==> src/hdl/cgp_pkg.sv <==
// Constants, register map and helpers of the clock gate and PLL divider block.
package cgp_pkg;

   // -----------------------------------------------------------------
   // Sizes
   // -----------------------------------------------------------------
   localparam int ADDR_W = 8;
   localparam int NUM_NET = 4;         // Global and regional networks.
   localparam int NUM_EXT = 2;         // Dedicated external clock pins.
   localparam int NUM_CH = 6;          // Networks plus external pins.
   localparam int NUM_C = 4;           // Post-scale output counters.
   localparam int NUM_DIV = 6;         // Pre-scale, feedback, C0..C3.
   localparam int FB_PIN = 1;          // External pin reused as fbin.

   // -----------------------------------------------------------------
   // Register offsets (byte addresses)
   // -----------------------------------------------------------------
   localparam logic [7:0] ADDR_CTRL = 8'h00;
   localparam logic [7:0] ADDR_NDIV = 8'h04;
   localparam logic [7:0] ADDR_MDIV = 8'h08;
   localparam logic [7:0] ADDR_C0 = 8'h10;
   localparam logic [7:0] ADDR_STAT = 8'h20;
   localparam logic [2:0] IDX_N = 3'h0;
   localparam logic [2:0] IDX_M = 3'h1;
   localparam logic [2:0] IDX_C0 = 3'h2;
   localparam logic [2:0] IDX_NONE = 3'h7;

   // -----------------------------------------------------------------
   // Field positions and reset values
   // -----------------------------------------------------------------
   localparam int F_HI = 0;            // High-time count, 0 means 256.
   localparam int F_LO = 8;            // Low-time count, 0 means 256.
   localparam int F_BYP = 16;          // Counter bypass, divide by one.
   localparam int F_INV = 17;          // Inverts the output of C0..C3 only.
   localparam int C_KEN = 0;           // VCO halving counter enable.
   localparam int C_EXT_FB = 1;        // External feedback mode.
   localparam int C_SYNC_BYP = 2;      // Bypass metastability stage.
   localparam int C_SRC = 8;           // Fabric source per network.
   localparam int S_LOCK = 0;
   localparam int S_EXT_FB = 1;
   localparam int S_GATE = 8;
   localparam logic [31:0] RST_CTRL = 32'h0000_0001;
   localparam logic [31:0] RST_DIV = 32'h0000_0101;
   localparam logic [7:0] K_HALF = 8'h01;
   localparam logic [2:0] LOCK_PERIODS = 3'h4;
   localparam logic [1:0] RESP_OKAY = 2'h0;
   localparam logic [1:0] RESP_SLVERR = 2'h2;

   // Loop lock tracker states, Gray coded along the acquire path.
   typedef enum logic [1:0] {
      LK_IDLE = 2'b00,
      LK_ACQ = 2'b01,
      LK_LOCKED = 2'b11
   } cgp_lock_t;

   // Turns an 8-bit count field into its value of 1 to 256.
   function automatic logic [8:0] cgp_len(input logic [7:0] f);
      cgp_len = (f == 8'h00) ? 9'h100 : {1'b0, f};
   endfunction : cgp_len

   // Maps a byte address to a divider index, or IDX_NONE.
   function automatic logic [2:0] cgp_div_idx(input logic [7:0] a);
      if (a == ADDR_NDIV) cgp_div_idx = IDX_N;
      else if (a == ADDR_MDIV) cgp_div_idx = IDX_M;
      else if (a[7:4] == ADDR_C0[7:4] && a[1:0] == 2'h0)
         cgp_div_idx = IDX_C0 + {1'b0, a[3:2]};
      else cgp_div_idx = IDX_NONE;
   endfunction : cgp_div_idx

   // Merges write data into a word under the byte strobes.
   function automatic logic [31:0] cgp_merge(input logic [31:0] o,
      input logic [31:0] n, input logic [3:0] s);
      for (int b = 0; b < 4; b++) begin
         cgp_merge[b*8 +: 8] = s[b] ? n[b*8 +: 8] : o[b*8 +: 8];
      end
   endfunction : cgp_merge

endpackage : cgp_pkg

==> src/hdl/cgp_div.sv <==
// One programmable high/low counter of the PLL divider chain.
`timescale 1ns/1ps
module cgp_div (
   input wire logic aclk,
   input wire logic aresetn,
   input wire logic tick_i,
   input wire logic lvl_i,
   input wire logic bypass_i,
   input wire logic inv_i,
   input wire logic [7:0] hi_i,
   input wire logic [7:0] lo_i,
   output logic lvl_o,
   output logic tick_o
);
   import cgp_pkg::*;

   // -----------------------------------------------------------------
   // Count state
   // -----------------------------------------------------------------
   logic [8:0] cnt_r;     // Input edges seen in the current phase.
   logic high_r;          // Set while in the high phase.
   logic [8:0] len;       // Length of the current phase.

   // The phase length switches between high and low count.
   always_comb begin
      len = high_r ? cgp_len(hi_i) : cgp_len(lo_i);
   end

   // Ratio is high plus low count; duty steps by one input edge.
   always_ff @(posedge aclk) begin
      if (!aresetn) begin
         cnt_r <= 9'h000;
         high_r <= 1'b0;
         lvl_o <= 1'b0;
         tick_o <= 1'b0;
      end else if (bypass_i) begin
         // Divide by one: the input passes on a cycle later.
         cnt_r <= 9'h000;
         high_r <= 1'b0;
         lvl_o <= lvl_i ^ inv_i;
         tick_o <= tick_i;
      end else begin
         tick_o <= 1'b0;
         if (tick_i) begin
            if (cnt_r + 9'h001 >= len) begin
               // Phase ends, so the output flips.
               cnt_r <= 9'h000;
               high_r <= ~high_r;
               lvl_o <= ~high_r ^ inv_i;
               tick_o <= ~high_r;
            end else begin
               cnt_r <= cnt_r + 9'h001;
            end
         end
      end
   end

endmodule : cgp_div

==> src/hdl/cgp_top.sv <==
// Clock network gating and PLL divider chain with an AXI4-Lite register port.
`timescale 1ns/1ps
module cgp_top #(
   parameter bit IS_CORNER = 1'b0      // Corner fractional PLL instance.
) (
   input wire logic aclk,
   input wire logic aresetn,
   input wire logic [cgp_pkg::ADDR_W-1:0] awaddr,
   input wire logic awvalid,
   output logic awready,
   input wire logic [31:0] wdata,
   input wire logic [3:0] wstrb,
   input wire logic wvalid,
   output logic wready,
   output logic [1:0] bresp,
   output logic bvalid,
   input wire logic bready,
   input wire logic [cgp_pkg::ADDR_W-1:0] araddr,
   input wire logic arvalid,
   output logic arready,
   output logic [31:0] rdata,
   output logic [1:0] rresp,
   output logic rvalid,
   input wire logic rready,
   input wire logic [cgp_pkg::NUM_CH-1:0] clk_en_i,
   input wire logic [cgp_pkg::NUM_NET-1:0] net_src_i,
   input wire logic fb_in_i,
   output logic [cgp_pkg::NUM_NET-1:0] net_clk_o,
   output logic [cgp_pkg::NUM_EXT-1:0] ext_clk_o,
   output logic [cgp_pkg::NUM_EXT-1:0] ext_clk_oe_o,
   output logic fb_out_o,
   output logic locked_o
);
   import cgp_pkg::*;

   // -----------------------------------------------------------------
   // Declarations
   // -----------------------------------------------------------------
   logic [31:0] ctrl_r;                // Mode and source selects.
   logic [31:0] div_r [NUM_DIV];       // Divider settings by index.
   logic aw_have_r;                    // Write address held.
   logic w_have_r;                     // Write data held.
   logic [7:0] waddr_r;
   logic [31:0] wdata_r;
   logic [3:0] wstrb_r;
   logic wr_go;                        // Both halves present.
   logic [2:0] wr_idx;
   logic [2:0] rd_idx;
   logic [31:0] rd_word;
   logic ext_fb_act;                   // External feedback in force.
   logic relock;                       // Loop settings changed.
   logic vco_lvl_r;                    // Model of the VCO output.
   logic n_tick;                       // Reference after pre-scale.
   logic k_lvl, k_tick;                // VCO after halving stage.
   logic m_lvl, m_tick;                // Feedback counter output.
   logic [NUM_C-1:0] c_lvl;            // Post-scale outputs.
   logic fb_in_q_r;
   logic fb_tick;
   logic [1:0] fb_seen_r;              // Feedback edges per ref edge.
   logic [2:0] lock_cnt_r;
   cgp_lock_t lock_r;
   logic [NUM_CH-1:0] src_lvl;         // Ungated clock per channel.
   logic [NUM_CH-1:0] meta_r;          // Metastability stage.
   logic [NUM_CH-1:0] en_q_r;          // Enable in force.

   // -----------------------------------------------------------------
   // AXI4-Lite write channels
   // -----------------------------------------------------------------

   // Address and data are taken in either order and held until the
   // response is accepted, so one write is under way at a time.
   always_ff @(posedge aclk) begin
      if (!aresetn) begin
         awready <= 1'b1;
         aw_have_r <= 1'b0;
         waddr_r <= 8'h00;
      end else if (awvalid && awready) begin
         awready <= 1'b0;
         aw_have_r <= 1'b1;
         waddr_r <= awaddr;
      end else if (bvalid && bready) begin
         awready <= 1'b1;
         aw_have_r <= 1'b0;
      end
   end

   // Write data side, same life cycle as the address.
   always_ff @(posedge aclk) begin
      if (!aresetn) begin
         wready <= 1'b1;
         w_have_r <= 1'b0;
         wdata_r <= 32'h0000_0000;
         wstrb_r <= 4'h0;
      end else if (wvalid && wready) begin
         wready <= 1'b0;
         w_have_r <= 1'b1;
         wdata_r <= wdata;
         wstrb_r <= wstrb;
      end else if (bvalid && bready) begin
         wready <= 1'b1;
         w_have_r <= 1'b0;
      end
   end

   assign wr_go = aw_have_r && w_have_r && !bvalid;
   assign wr_idx = cgp_div_idx(waddr_r);

   // Response; unmapped or read-only offsets answer SLVERR.
   always_ff @(posedge aclk) begin
      if (!aresetn) begin
         bvalid <= 1'b0;
         bresp <= RESP_OKAY;
      end else if (wr_go) begin
         bvalid <= 1'b1;
         if (waddr_r == ADDR_CTRL || wr_idx != IDX_NONE) begin
            bresp <= RESP_OKAY;
         end else begin
            bresp <= RESP_SLVERR;
         end
      end else if (bready) begin
         bvalid <= 1'b0;
      end
   end

   // -----------------------------------------------------------------
   // Registers
   // -----------------------------------------------------------------

   // Control word. The feedback bit cannot be set on a corner PLL,
   // so software reads back what is really in force.
   always_ff @(posedge aclk) begin
      if (!aresetn) begin
         ctrl_r <= RST_CTRL;
      end else if (wr_go && waddr_r == ADDR_CTRL) begin
         ctrl_r <= cgp_merge(ctrl_r, wdata_r, wstrb_r);
         if (IS_CORNER) begin
            ctrl_r[C_EXT_FB] <= 1'b0;
         end
      end
   end

   // Divider settings: every counter has high and low fields.
   always_ff @(posedge aclk) begin
      if (!aresetn) begin
         for (int i = 0; i < NUM_DIV; i++) begin
            div_r[i] <= RST_DIV;
         end
      end else if (wr_go && wr_idx != IDX_NONE) begin
         div_r[wr_idx] <= cgp_merge(div_r[wr_idx], wdata_r, wstrb_r);
      end
   end

   // A change to the loop settings restarts lock tracking. Enable
   // changes are not in this list, so gating never drops lock.
   assign relock = wr_go && (wr_idx == IDX_N || wr_idx == IDX_M ||
                             waddr_r == ADDR_CTRL);

   // -----------------------------------------------------------------
   // AXI4-Lite read channels
   // -----------------------------------------------------------------
   assign rd_idx = cgp_div_idx(araddr);

   // Read mux; status shows lock, feedback mode and gate state.
   always_comb begin
      rd_word = 32'h0000_0000;
      if (araddr == ADDR_CTRL) begin
         rd_word = ctrl_r;
      end else if (araddr == ADDR_STAT) begin
         rd_word[S_LOCK] = (lock_r == LK_LOCKED);
         rd_word[S_EXT_FB] = ext_fb_act;
         rd_word[S_GATE +: NUM_CH] = en_q_r;
      end else if (rd_idx != IDX_NONE) begin
         rd_word = div_r[rd_idx];
      end
   end

   // The answer is registered and held until it is taken.
   always_ff @(posedge aclk) begin
      if (!aresetn) begin
         arready <= 1'b1;
         rvalid <= 1'b0;
         rdata <= 32'h0000_0000;
         rresp <= RESP_OKAY;
      end else if (arvalid && arready) begin
         arready <= 1'b0;
         rvalid <= 1'b1;
         rdata <= rd_word;
         if (araddr == ADDR_CTRL || araddr == ADDR_STAT ||
             rd_idx != IDX_NONE) begin
            rresp <= RESP_OKAY;
         end else begin
            rresp <= RESP_SLVERR;
         end
      end else if (rvalid && rready) begin
         arready <= 1'b1;
         rvalid <= 1'b0;
      end
   end

   // -----------------------------------------------------------------
   // Divider chain
   // -----------------------------------------------------------------

   // The VCO is modelled as half the system clock rate.
   always_ff @(posedge aclk) begin
      if (!aresetn) begin
         vco_lvl_r <= 1'b0;
      end else begin
         vco_lvl_r <= ~vco_lvl_r;
      end
   end

   // Pre-scale counter on the reference; its tick alone is used, so
   // its high and low split sets no output duty.
   cgp_div u_ndiv (
      .aclk(aclk),
      .aresetn(aresetn),
      .tick_i(1'b1),
      .lvl_i(1'b0),
      .bypass_i(div_r[IDX_N][F_BYP]),
      .inv_i(1'b0),
      .hi_i(div_r[IDX_N][F_HI +: 8]),
      .lo_i(div_r[IDX_N][F_LO +: 8]),
      .lvl_o(),
      .tick_o(n_tick)
   );

   // Halving counter: fixed one and one, or bypassed.
   cgp_div u_kdiv (
      .aclk(aclk),
      .aresetn(aresetn),
      .tick_i(~vco_lvl_r),
      .lvl_i(vco_lvl_r),
      .bypass_i(~ctrl_r[C_KEN]),
      .inv_i(1'b0),
      .hi_i(K_HALF),
      .lo_i(K_HALF),
      .lvl_o(k_lvl),
      .tick_o(k_tick)
   );

   // Feedback multiply counter, fed from the halving stage.
   cgp_div u_mdiv (
      .aclk(aclk),
      .aresetn(aresetn),
      .tick_i(k_tick),
      .lvl_i(k_lvl),
      .bypass_i(div_r[IDX_M][F_BYP]),
      .inv_i(1'b0),
      .hi_i(div_r[IDX_M][F_HI +: 8]),
      .lo_i(div_r[IDX_M][F_LO +: 8]),
      .lvl_o(m_lvl),
      .tick_o(m_tick)
   );

   // One post-scale counter per network; the external pins reuse C0 and C1. Equal high and low give
   // 50% duty; one count of either moves duty by one input period, a step
   // of one over the divide value.
   for (genvar g = 0; g < NUM_C; g++) begin : g_cdiv
      cgp_div u_cdiv (
         .aclk(aclk),
         .aresetn(aresetn),
         .tick_i(k_tick),
         .lvl_i(k_lvl),
         .bypass_i(div_r[IDX_C0 + g][F_BYP]),
         .inv_i(div_r[IDX_C0 + g][F_INV]),
         .hi_i(div_r[IDX_C0 + g][F_HI +: 8]),
         .lo_i(div_r[IDX_C0 + g][F_LO +: 8]),
         .lvl_o(c_lvl[g]),
         .tick_o()
      );
   end

   // -----------------------------------------------------------------
   // Feedback path and lock tracking
   // -----------------------------------------------------------------
   assign ext_fb_act = ctrl_r[C_EXT_FB] && !IS_CORNER;

   // Feedback pin input is synchronous; keep last level for edges.
   always_ff @(posedge aclk) begin
      if (!aresetn) begin
         fb_in_q_r <= 1'b0;
      end else begin
         fb_in_q_r <= fb_in_i;
      end
   end

   // In external mode the loop closes through the board trace.
   assign fb_tick = ext_fb_act ? (fb_in_i && !fb_in_q_r) : m_tick;

   // Counts feedback edges between reference edges, saturating.
   always_ff @(posedge aclk) begin
      if (!aresetn || relock) begin
         fb_seen_r <= 2'h0;
      end else if (n_tick) begin
         fb_seen_r <= {1'b0, fb_tick};
      end else if (fb_tick && fb_seen_r != 2'h3) begin
         fb_seen_r <= fb_seen_r + 2'h1;
      end
   end

   // Lock after several reference periods with exactly one feedback
   // edge each. This is a frequency check only; phase is not judged.
   always_ff @(posedge aclk) begin
      if (!aresetn || relock) begin
         lock_r <= LK_IDLE;
         lock_cnt_r <= 3'h0;
      end else if (n_tick) begin
         case (lock_r)
            LK_IDLE: begin
               if (fb_seen_r == 2'h1) begin
                  lock_r <= LK_ACQ;
                  lock_cnt_r <= 3'h1;
               end
            end
            LK_ACQ: begin
               if (fb_seen_r != 2'h1) begin
                  lock_r <= LK_IDLE;
               end else if (lock_cnt_r + 3'h1 >= LOCK_PERIODS) begin
                  lock_r <= LK_LOCKED;
               end else begin
                  lock_cnt_r <= lock_cnt_r + 3'h1;
               end
            end
            LK_LOCKED: begin
               if (fb_seen_r != 2'h1) begin
                  lock_r <= LK_IDLE;
               end
            end
            default: begin
               lock_r <= LK_IDLE;
            end
         endcase
      end
   end

   // Lock and feedback outputs are registered copies.
   always_ff @(posedge aclk) begin
      if (!aresetn) begin
         locked_o <= 1'b0;
         fb_out_o <= 1'b0;
      end else begin
         locked_o <= (lock_r == LK_LOCKED);
         fb_out_o <= m_lvl;
      end
   end

   // -----------------------------------------------------------------
   // Clock gating
   // -----------------------------------------------------------------

   // Networks take a post-scale output or a fabric clock, so a
   // network can be gated with no PLL in use at all.
   always_comb begin
      for (int i = 0; i < NUM_NET; i++) begin
         src_lvl[i] = ctrl_r[C_SRC + i] ? net_src_i[i] : c_lvl[i];
      end
      for (int j = 0; j < NUM_EXT; j++) begin
         src_lvl[NUM_NET + j] = c_lvl[j];
      end
   end

   // The stage catches a raw request; the enable in force updates
   // only while the source clock is low, sampled at the rising aclk
   // edge. A high pulse therefore always runs to full width.
   always_ff @(posedge aclk) begin
      if (!aresetn) begin
         meta_r <= '0;
         en_q_r <= '0;
      end else begin
         meta_r <= clk_en_i;
         for (int i = 0; i < NUM_CH; i++) begin
            if (!src_lvl[i]) begin
               en_q_r[i] <= ctrl_r[C_SYNC_BYP] ? clk_en_i[i] : meta_r[i];
            end
         end
      end
   end

   // Gated outputs sit low while off. Counters keep running behind
   // the gate, so lock is unaffected by any enable.
   always_ff @(posedge aclk) begin
      if (!aresetn) begin
         net_clk_o <= '0;
         ext_clk_o <= '0;
         ext_clk_oe_o <= '0;
      end else begin
         net_clk_o <= src_lvl[NUM_NET-1:0] & en_q_r[NUM_NET-1:0];
         for (int j = 0; j < NUM_EXT; j++) begin
            // The shared pin stops driving and serves as fbin.
            if (ext_fb_act && j == FB_PIN) begin
               ext_clk_o[j] <= 1'b0;
               ext_clk_oe_o[j] <= 1'b0;
            end else begin
               ext_clk_o[j] <= src_lvl[NUM_NET + j] & en_q_r[NUM_NET + j];
               ext_clk_oe_o[j] <= 1'b1;
            end
         end
      end
   end

endmodule : cgp_top

==> config.mk <==
export PLATFORM = sky130hd
export DESIGN_NAME = cgp_top
export DESIGN_NICKNAME = d
export VERILOG_FILES = /design/src/hdl/cgp_pkg.sv /design/src/hdl/cgp_div.sv /design/src/hdl/cgp_top.sv
export SDC_FILE = /design/constraint.sdc
export NUM_CORES = 1
export LEC_CHECK = 0
export BUFFER_PORTS_ARGS = -buffer_cell sky130_fd_sc_hd__buf_4
export CAP_MARGIN = 40
export CORE_MARGIN = 2
export CORE_UTILIZATION = 55
export CTS_CLUSTER_DIAMETER = 120
export DETAILED_ROUTE_END_ITERATION = 7
export GPL_TIMING_DRIVEN = 0
export PLACE_DENSITY = 0.78
export SLEW_MARGIN = 10
export SYNTH_ARGS = -nofsm -noshare
export SYNTH_HDL_FRONTEND = slang
export SYNTH_SLANG_ARGS = --single-unit
==> constraint.sdc <==
create_clock -name aclk -period 3.8 [get_ports aclk]
set_input_delay 0.57 -clock aclk [delete_from_list [all_inputs] [get_ports aclk]]
set_output_delay 0.57 -clock aclk [all_outputs]
set_load 0.02 [all_outputs]
Yosys cells after proc, flatten, opt, wreduce, memory -nomap -nowiden
Memories as Yosys holds them, arrays and structs flattened. Cells that the tools add are included.

Memory bits (read-only): 0. Bits in latches: 0. Memory bits (writable): 192. Memories kept: 1. Bits in registers: 229.

Multiply operators: 0. Bitwise gates (word level): 20. Multiplexer cells: 111. $add $sub $neg: 11. Shifts and indexed selects: 0. Reductions and logical operators: 90. Magnitude comparators: 8. Div/mod/pow operators: 0. Equality and inequality tests: 26.

Memories: div_r (words 6, bits a word 32, read ports 7, clocked after memory_dff 0, wr ports 6, line cgp_top.sv:40) `logic [31:0] div_r [NUM_DIV];`.

Operators by type and width (count): $mux 9 (24); $logic_not 8->1 (14); $mux 32 (3); $add 9x1->9 const B (7); $mux 1 (57); $ge 9x9->1 (6); $reduce_and 2->1 (21); $mux 8 (4); $reduce_bool 2->1 (16); $reduce_or 32->1 (1); $mux 3 (10); $mux 18 (1); $eq 8x3->1 const B (2); $eq 8x4->1 const B (2); $reduce_or 2->1 (8); $logic_and 1x1->1 (14); $mux 2 (7); $mux 6 (2); $ne 2x2->1 const B (5); $ge 9x1->1 const B (1); $ne 3x3->1 const B (3); $not 1->1 (9); $eq 4x1->1 const B (2); $eq 8x6->1 const B (1); other kinds (22) (46).

Depth between registers and ports, before layout
Depth after elaboration: 13. Mapped depth: 12. Gate-level depth less buffers: 11.

Modules after synthesis
A second synthesis with hierarchy kept.

Cells, all modules: 2390. Area total of the unflattened synthesis: 22912.0 um^2.

Modules (own cells, without submodules): cgp_top (cells each 1536, times used 1, sequential area each 8728.4 um^2, area an instance 15563.7 um^2); cgp_div (cells each 122, times used 7, sequential area each 240.2 um^2, area an instance 1049.8 um^2).

Worst setup path after synthesis
No wires, ideal clock.

Path type: register to register. Start point: reg u_ndiv.cnt_r[0]. End point: reg u_ndiv.tick_o. Buffers on the path: 0. Path slack: 1.009 ns. Arrival: 2.669 ns. Period minus slack after synthesis: 2.791 ns. Stages on the path, launching flop included: 10. Data required time: 3.678 ns. Path through: dfxtp_1 -> ha_1 -> nand3_1 -> nor2_1 -> xor2_1 -> ha_1 -> and3_1 -> a2111oi_0 -> a21oi_1 -> o311a_1.

Cells in the longest elaborated chain, start to end: 4.

Ends and longest elaborated chain: from (decl) (line cgp_div.sv:20) `logic [8:0] cnt_r;`; from (signal assigned) (line cgp_div.sv:52) `cnt_r <= cnt_r + 9'h001;`; $add 9x1->9 (line cgp_div.sv:45) `if (cnt_r + 9'h001 >= len) begin`; $ge 9x9->1 (line cgp_div.sv:45); $mux 1 (line cgp_div.sv:45); $mux 1 (line cgp_div.sv:36) `end else if (bypass_i) begin`; to (signal assigned) (line cgp_div.sv:41) `tick_o <= tick_i;`; to (signal assigned) (line cgp_div.sv:50) `tick_o <= ~high_r;`; to (decl) (line cgp_div.sv:13) `output logic tick_o`.

No other way between the ends. A chain may end at the register's enable or synchronous reset.

Worst setup path after layout
Same ends and word-level chain as after synthesis.

==> impl_metrics.yaml <==
global_routing:
  grt_use_met2_pct: 52.8
  overflow: 0
  met1_usage_pct: 44.7
  antenna_found_initial: 3
  grt-busiest-layer: "met2"
  grt_pass1_wl_um: 98300
  grt_max_degree: 14
  grtUsageMet3_pct: 6.19
  grt_pass1_vias: 16500
  track_usage_pct: 33.5
placed_design:
  dp_hpwl_um: 50500
  gp_congestion: 1.04
  dp_cells: 2727
  io_buffers: 115
timing:
  final-hold-violation-count: 0
  finalSetupViolations: 0
  slew-limit-headroom_pct: 32.7
  slew_viol_final: 0
  fmax_mhz: 289
  rsz0062_at_grt: "no"
  skew_ns: 0.0167
  worst_pin_slew_ns: 1.01
  finalCriticalPeriod_ns: 3.46
  fin_crit_sh_pct: 90.9
  finalSetupTns_ns: 0
yosys:
  synth.avg_cell_area_um2: 9.97
  yosysTopAreaCellShare_pct: 27.6
  synth_cells: 2093
  ys.flop_type: "dfxtp_1"
  async_reset_ff_share_pct: 0
  synth_edf_count: 192
  seq_area_frac_synth_pct: 49.4
  yosysWarnings: 0
  syn-cell-area_um2: 20900
  synthDistinctLibCells: 77
  synthTopCellsByCount: "282 x nand2_1, 227 x dfxtp_1, 192 x edfxtp_1, 175 x and3_1, 128 x a21oi_1"
  yosysTopAreaCell: "edfxtp_1"
  yosysMostFrequentCell: "nand2_1"
  synthTopCellsByArea: "edfxtp_1 28%, dfxtp_1 22%, mux2i_1 5.3%"
  synth-seq-cells: 419
pwr:
  ir_worst_vdd_mv: 0.290
  pwr-share-comb_pct: 7.9
  p_leak_nw: 9.45
  p_clk_share_pct: 42.0
  p_per_area_nw_per_um2: 423
  p_sw_mw: 2.53
  switching_share_pct: 25.1
  p_int_mw: 7.55
  pwr-share-seq_pct: 50.1
routing:
  detail_route.wl_per_cell_um: 23.6
  ant_nets: 0
  drt_pass1_iterations: 5
  vias: 17500
  avgViaCountPerCell: 6.23
  drc: 0
  drt_iter0_markers: 1993
  wirelength_um: 66200
die:
  io_pins: 121
  die-area_um2: 39500
  start_util_pct: 55.6
  die_h_um: 199
  die_x_um: 199
  rows: 71
  core-area_um2: 37500
run:
  cap_violations: 0
outcome:
  outcome: "complete, no violations"
clocking:
  clock_path_buffers: 3
  cts.htree.levels: 2
  cts_tree: "built"
  cts_resized: 0
  cts_sinks: 419
  hold_buffers: 0
  clkTransAtPathRegs_ns: 0.06
  clockRootBuffer: "clkbuf_16"
  worstSkewPairLatency_ns: 0.58
  cts_buffers: 44
  post-cts-setup-buffers: 0
setup_path:
  end_kind: "flip-flop"
  cp.arrival_ns: 3.89
  reg2reg_depth: 9
  worstPathRequired_ns: 4.23
  r2r_start: "u_ndiv.cnt_r[0]$_SDFF_PP0_"
  rrSetupSlack_ns: 0.34
  critical_path.max_fanout: 10
  cp-start-kind: "flip-flop"
  worstSetupPathType: "reg -> reg"
  r2r_end: "u_ndiv.tick_o$_SDFF_PN0_"
layout:
  fin_nets: 2397
  areaGrowthSynthToFinish_pct: 14.2
  finalNonFillerCells: 2808
  drive_gt1_share_pct: 11.3
  fillCellCount: 3084
  post-route-util_pct: 63.6
worst_hold_path:
  min_path_cells: 1
  hp-start: "aresetn"
  worstHoldPathType: "in -> reg"
  whs_endpoint: "ext_clk_oe_o[0]$_DFF_P_"
critical path, cell delays in order, from the launching register on:
cell,delay [ns]
dfxtp_1,0.41
ha_1,0.22
nand3_1,0.13
nor2_1,0.19
xor2_1,0.26
ha_1,0.28
and3_1,0.20
a2111oi_0,0.70
a21oi_1,0.44
o311a_1,0.47
logic make-up (layout without fill, tap and decap cells):
kind of cell / count (synthesis) / in the layout / share of synthesized area [%]
fa+ha+maj: 65 / 65 / 3.90
compound gates: 446 / 446 / 13.6
mux: 134 / 134 / 7.00
simple gates: 800 / 800 / 20.0
other cells: 1 / 3 / 0.0180
buf+inv: 174 / 376 / 3.77
xor+xnor: 54 / 54 / 2.27
flops: 419 / 419 / 49.4
registers in the layout, summed over array words and instances (netlist names), 8 cells and up:
name	flops
ctrl_r	32
div_r	192
g_cdiv.u_cdiv.cnt_r	36
rdata	32
u_kdiv.cnt_r	9
u_mdiv.cnt_r	9
u_ndiv.cnt_r	9
waddr_r	8
wdata_r	32
power by group through the flow:
stage | clock network, mW | registers, mW | logic [mW]
floorplan | 0 | 5.06 | 0.440
global placement | 0 | 5.12 | 0.752
detailed placement | 0 | 5.13 | 0.777
CTS | 4.24 | 5.03 | 0.782
global route | 4.41 | 5.05 | 0.859
finish | 4.23 | 5.04 | 0.797
metrics by stage:
step	area (µm²)	hold slack, ns	power, mW	setup slack [ns]
finish	23800	0.140	10.1	0.344
global route	23800	0.132	10.3	0.0849
CTS	23800	0.117	10.1	0.352
detailed placement	22500	0.444	5.90	0.372
global placement	22400	0.435	5.87	-0.0171
floorplan	20900	0.422	5.50	1.01
worst max path at each step:
stage / cells past startpoint / endpoint / from / slack (ns)
6_report: 9 / u_ndiv.tick_o$_SDFF_PN0_ / u_ndiv.cnt_r[0]$_SDFF_PP0_ / 0.34
5_1_grt: 9 / u_ndiv.tick_o$_SDFF_PN0_ / u_ndiv.cnt_r[0]$_SDFF_PP0_ / 0.08
4_1_cts: 9 / u_ndiv.tick_o$_SDFF_PN0_ / u_ndiv.cnt_r[0]$_SDFF_PP0_ / 0.35
3_5_place_dp: 9 / u_ndiv.tick_o$_SDFF_PN0_ / u_ndiv.cnt_r[0]$_SDFF_PP0_ / 0.37
3_3_place_gp: 5 / div_r[5][10]$_DFFE_PP_ / aresetn / -0.02
2_1_floorplan: 9 / u_ndiv.tick_o$_SDFF_PN0_ / u_ndiv.cnt_r[0]$_SDFF_PP0_ / 1.01
metal layers:
metal / routed length [µm] / part of all wire (%)
met5: 15 / 0.023
met3: 6830 / 10
met2: 29800 / 45
met1: 26200 / 40
met4: 3330 / 5.0
cells in the final DEF, fill, tap and decap left out, types with 12 or more instances in the layout:
cell type	synthesis	routed
nand2_1	282	282
dfxtp_1	227	227
edfxtp_1	192	192
and3_1	175	175
buf_4	13	130
a21oi_1	128	128
mux2i_1	111	111
clkbuf_1	85	104
o21ai_0	87	87
nand3_1	70	70
and2_1	65	65
ha_1	65	65
a21boi_0	64	64
nor2_1	55	55
clkbuf_16	0	44
nand2b_1	40	40
inv_1	36	36
xnor2_1	29	29
nor3_1	28	28
o22ai_1	26	26
xor2_1	25	25
o211ai_1	25	25
nor4_1	22	22
buf_2	17	17
mux2_2	15	15
or4_1	15	15
o221ai_1	15	15
a21boi_1	15	15
nor2b_1	14	14
buf_1	12	12
cell type report:
cell class                 instances  area (µm²)  area share, %
antenna                            1        2.50         0.0105
inverter                          37         139          0.583
multi-input combinational       1501        9770           41.0
timing repair buffer             122         946           3.97
clock inverter                    15         180          0.756
tap                              511         639           2.68
clock buffer                      65        1200           5.03
sequential                       419       10300           43.3
buffer                           137         647           2.71
Note: power is estimated with default switching activity, not from simulation.
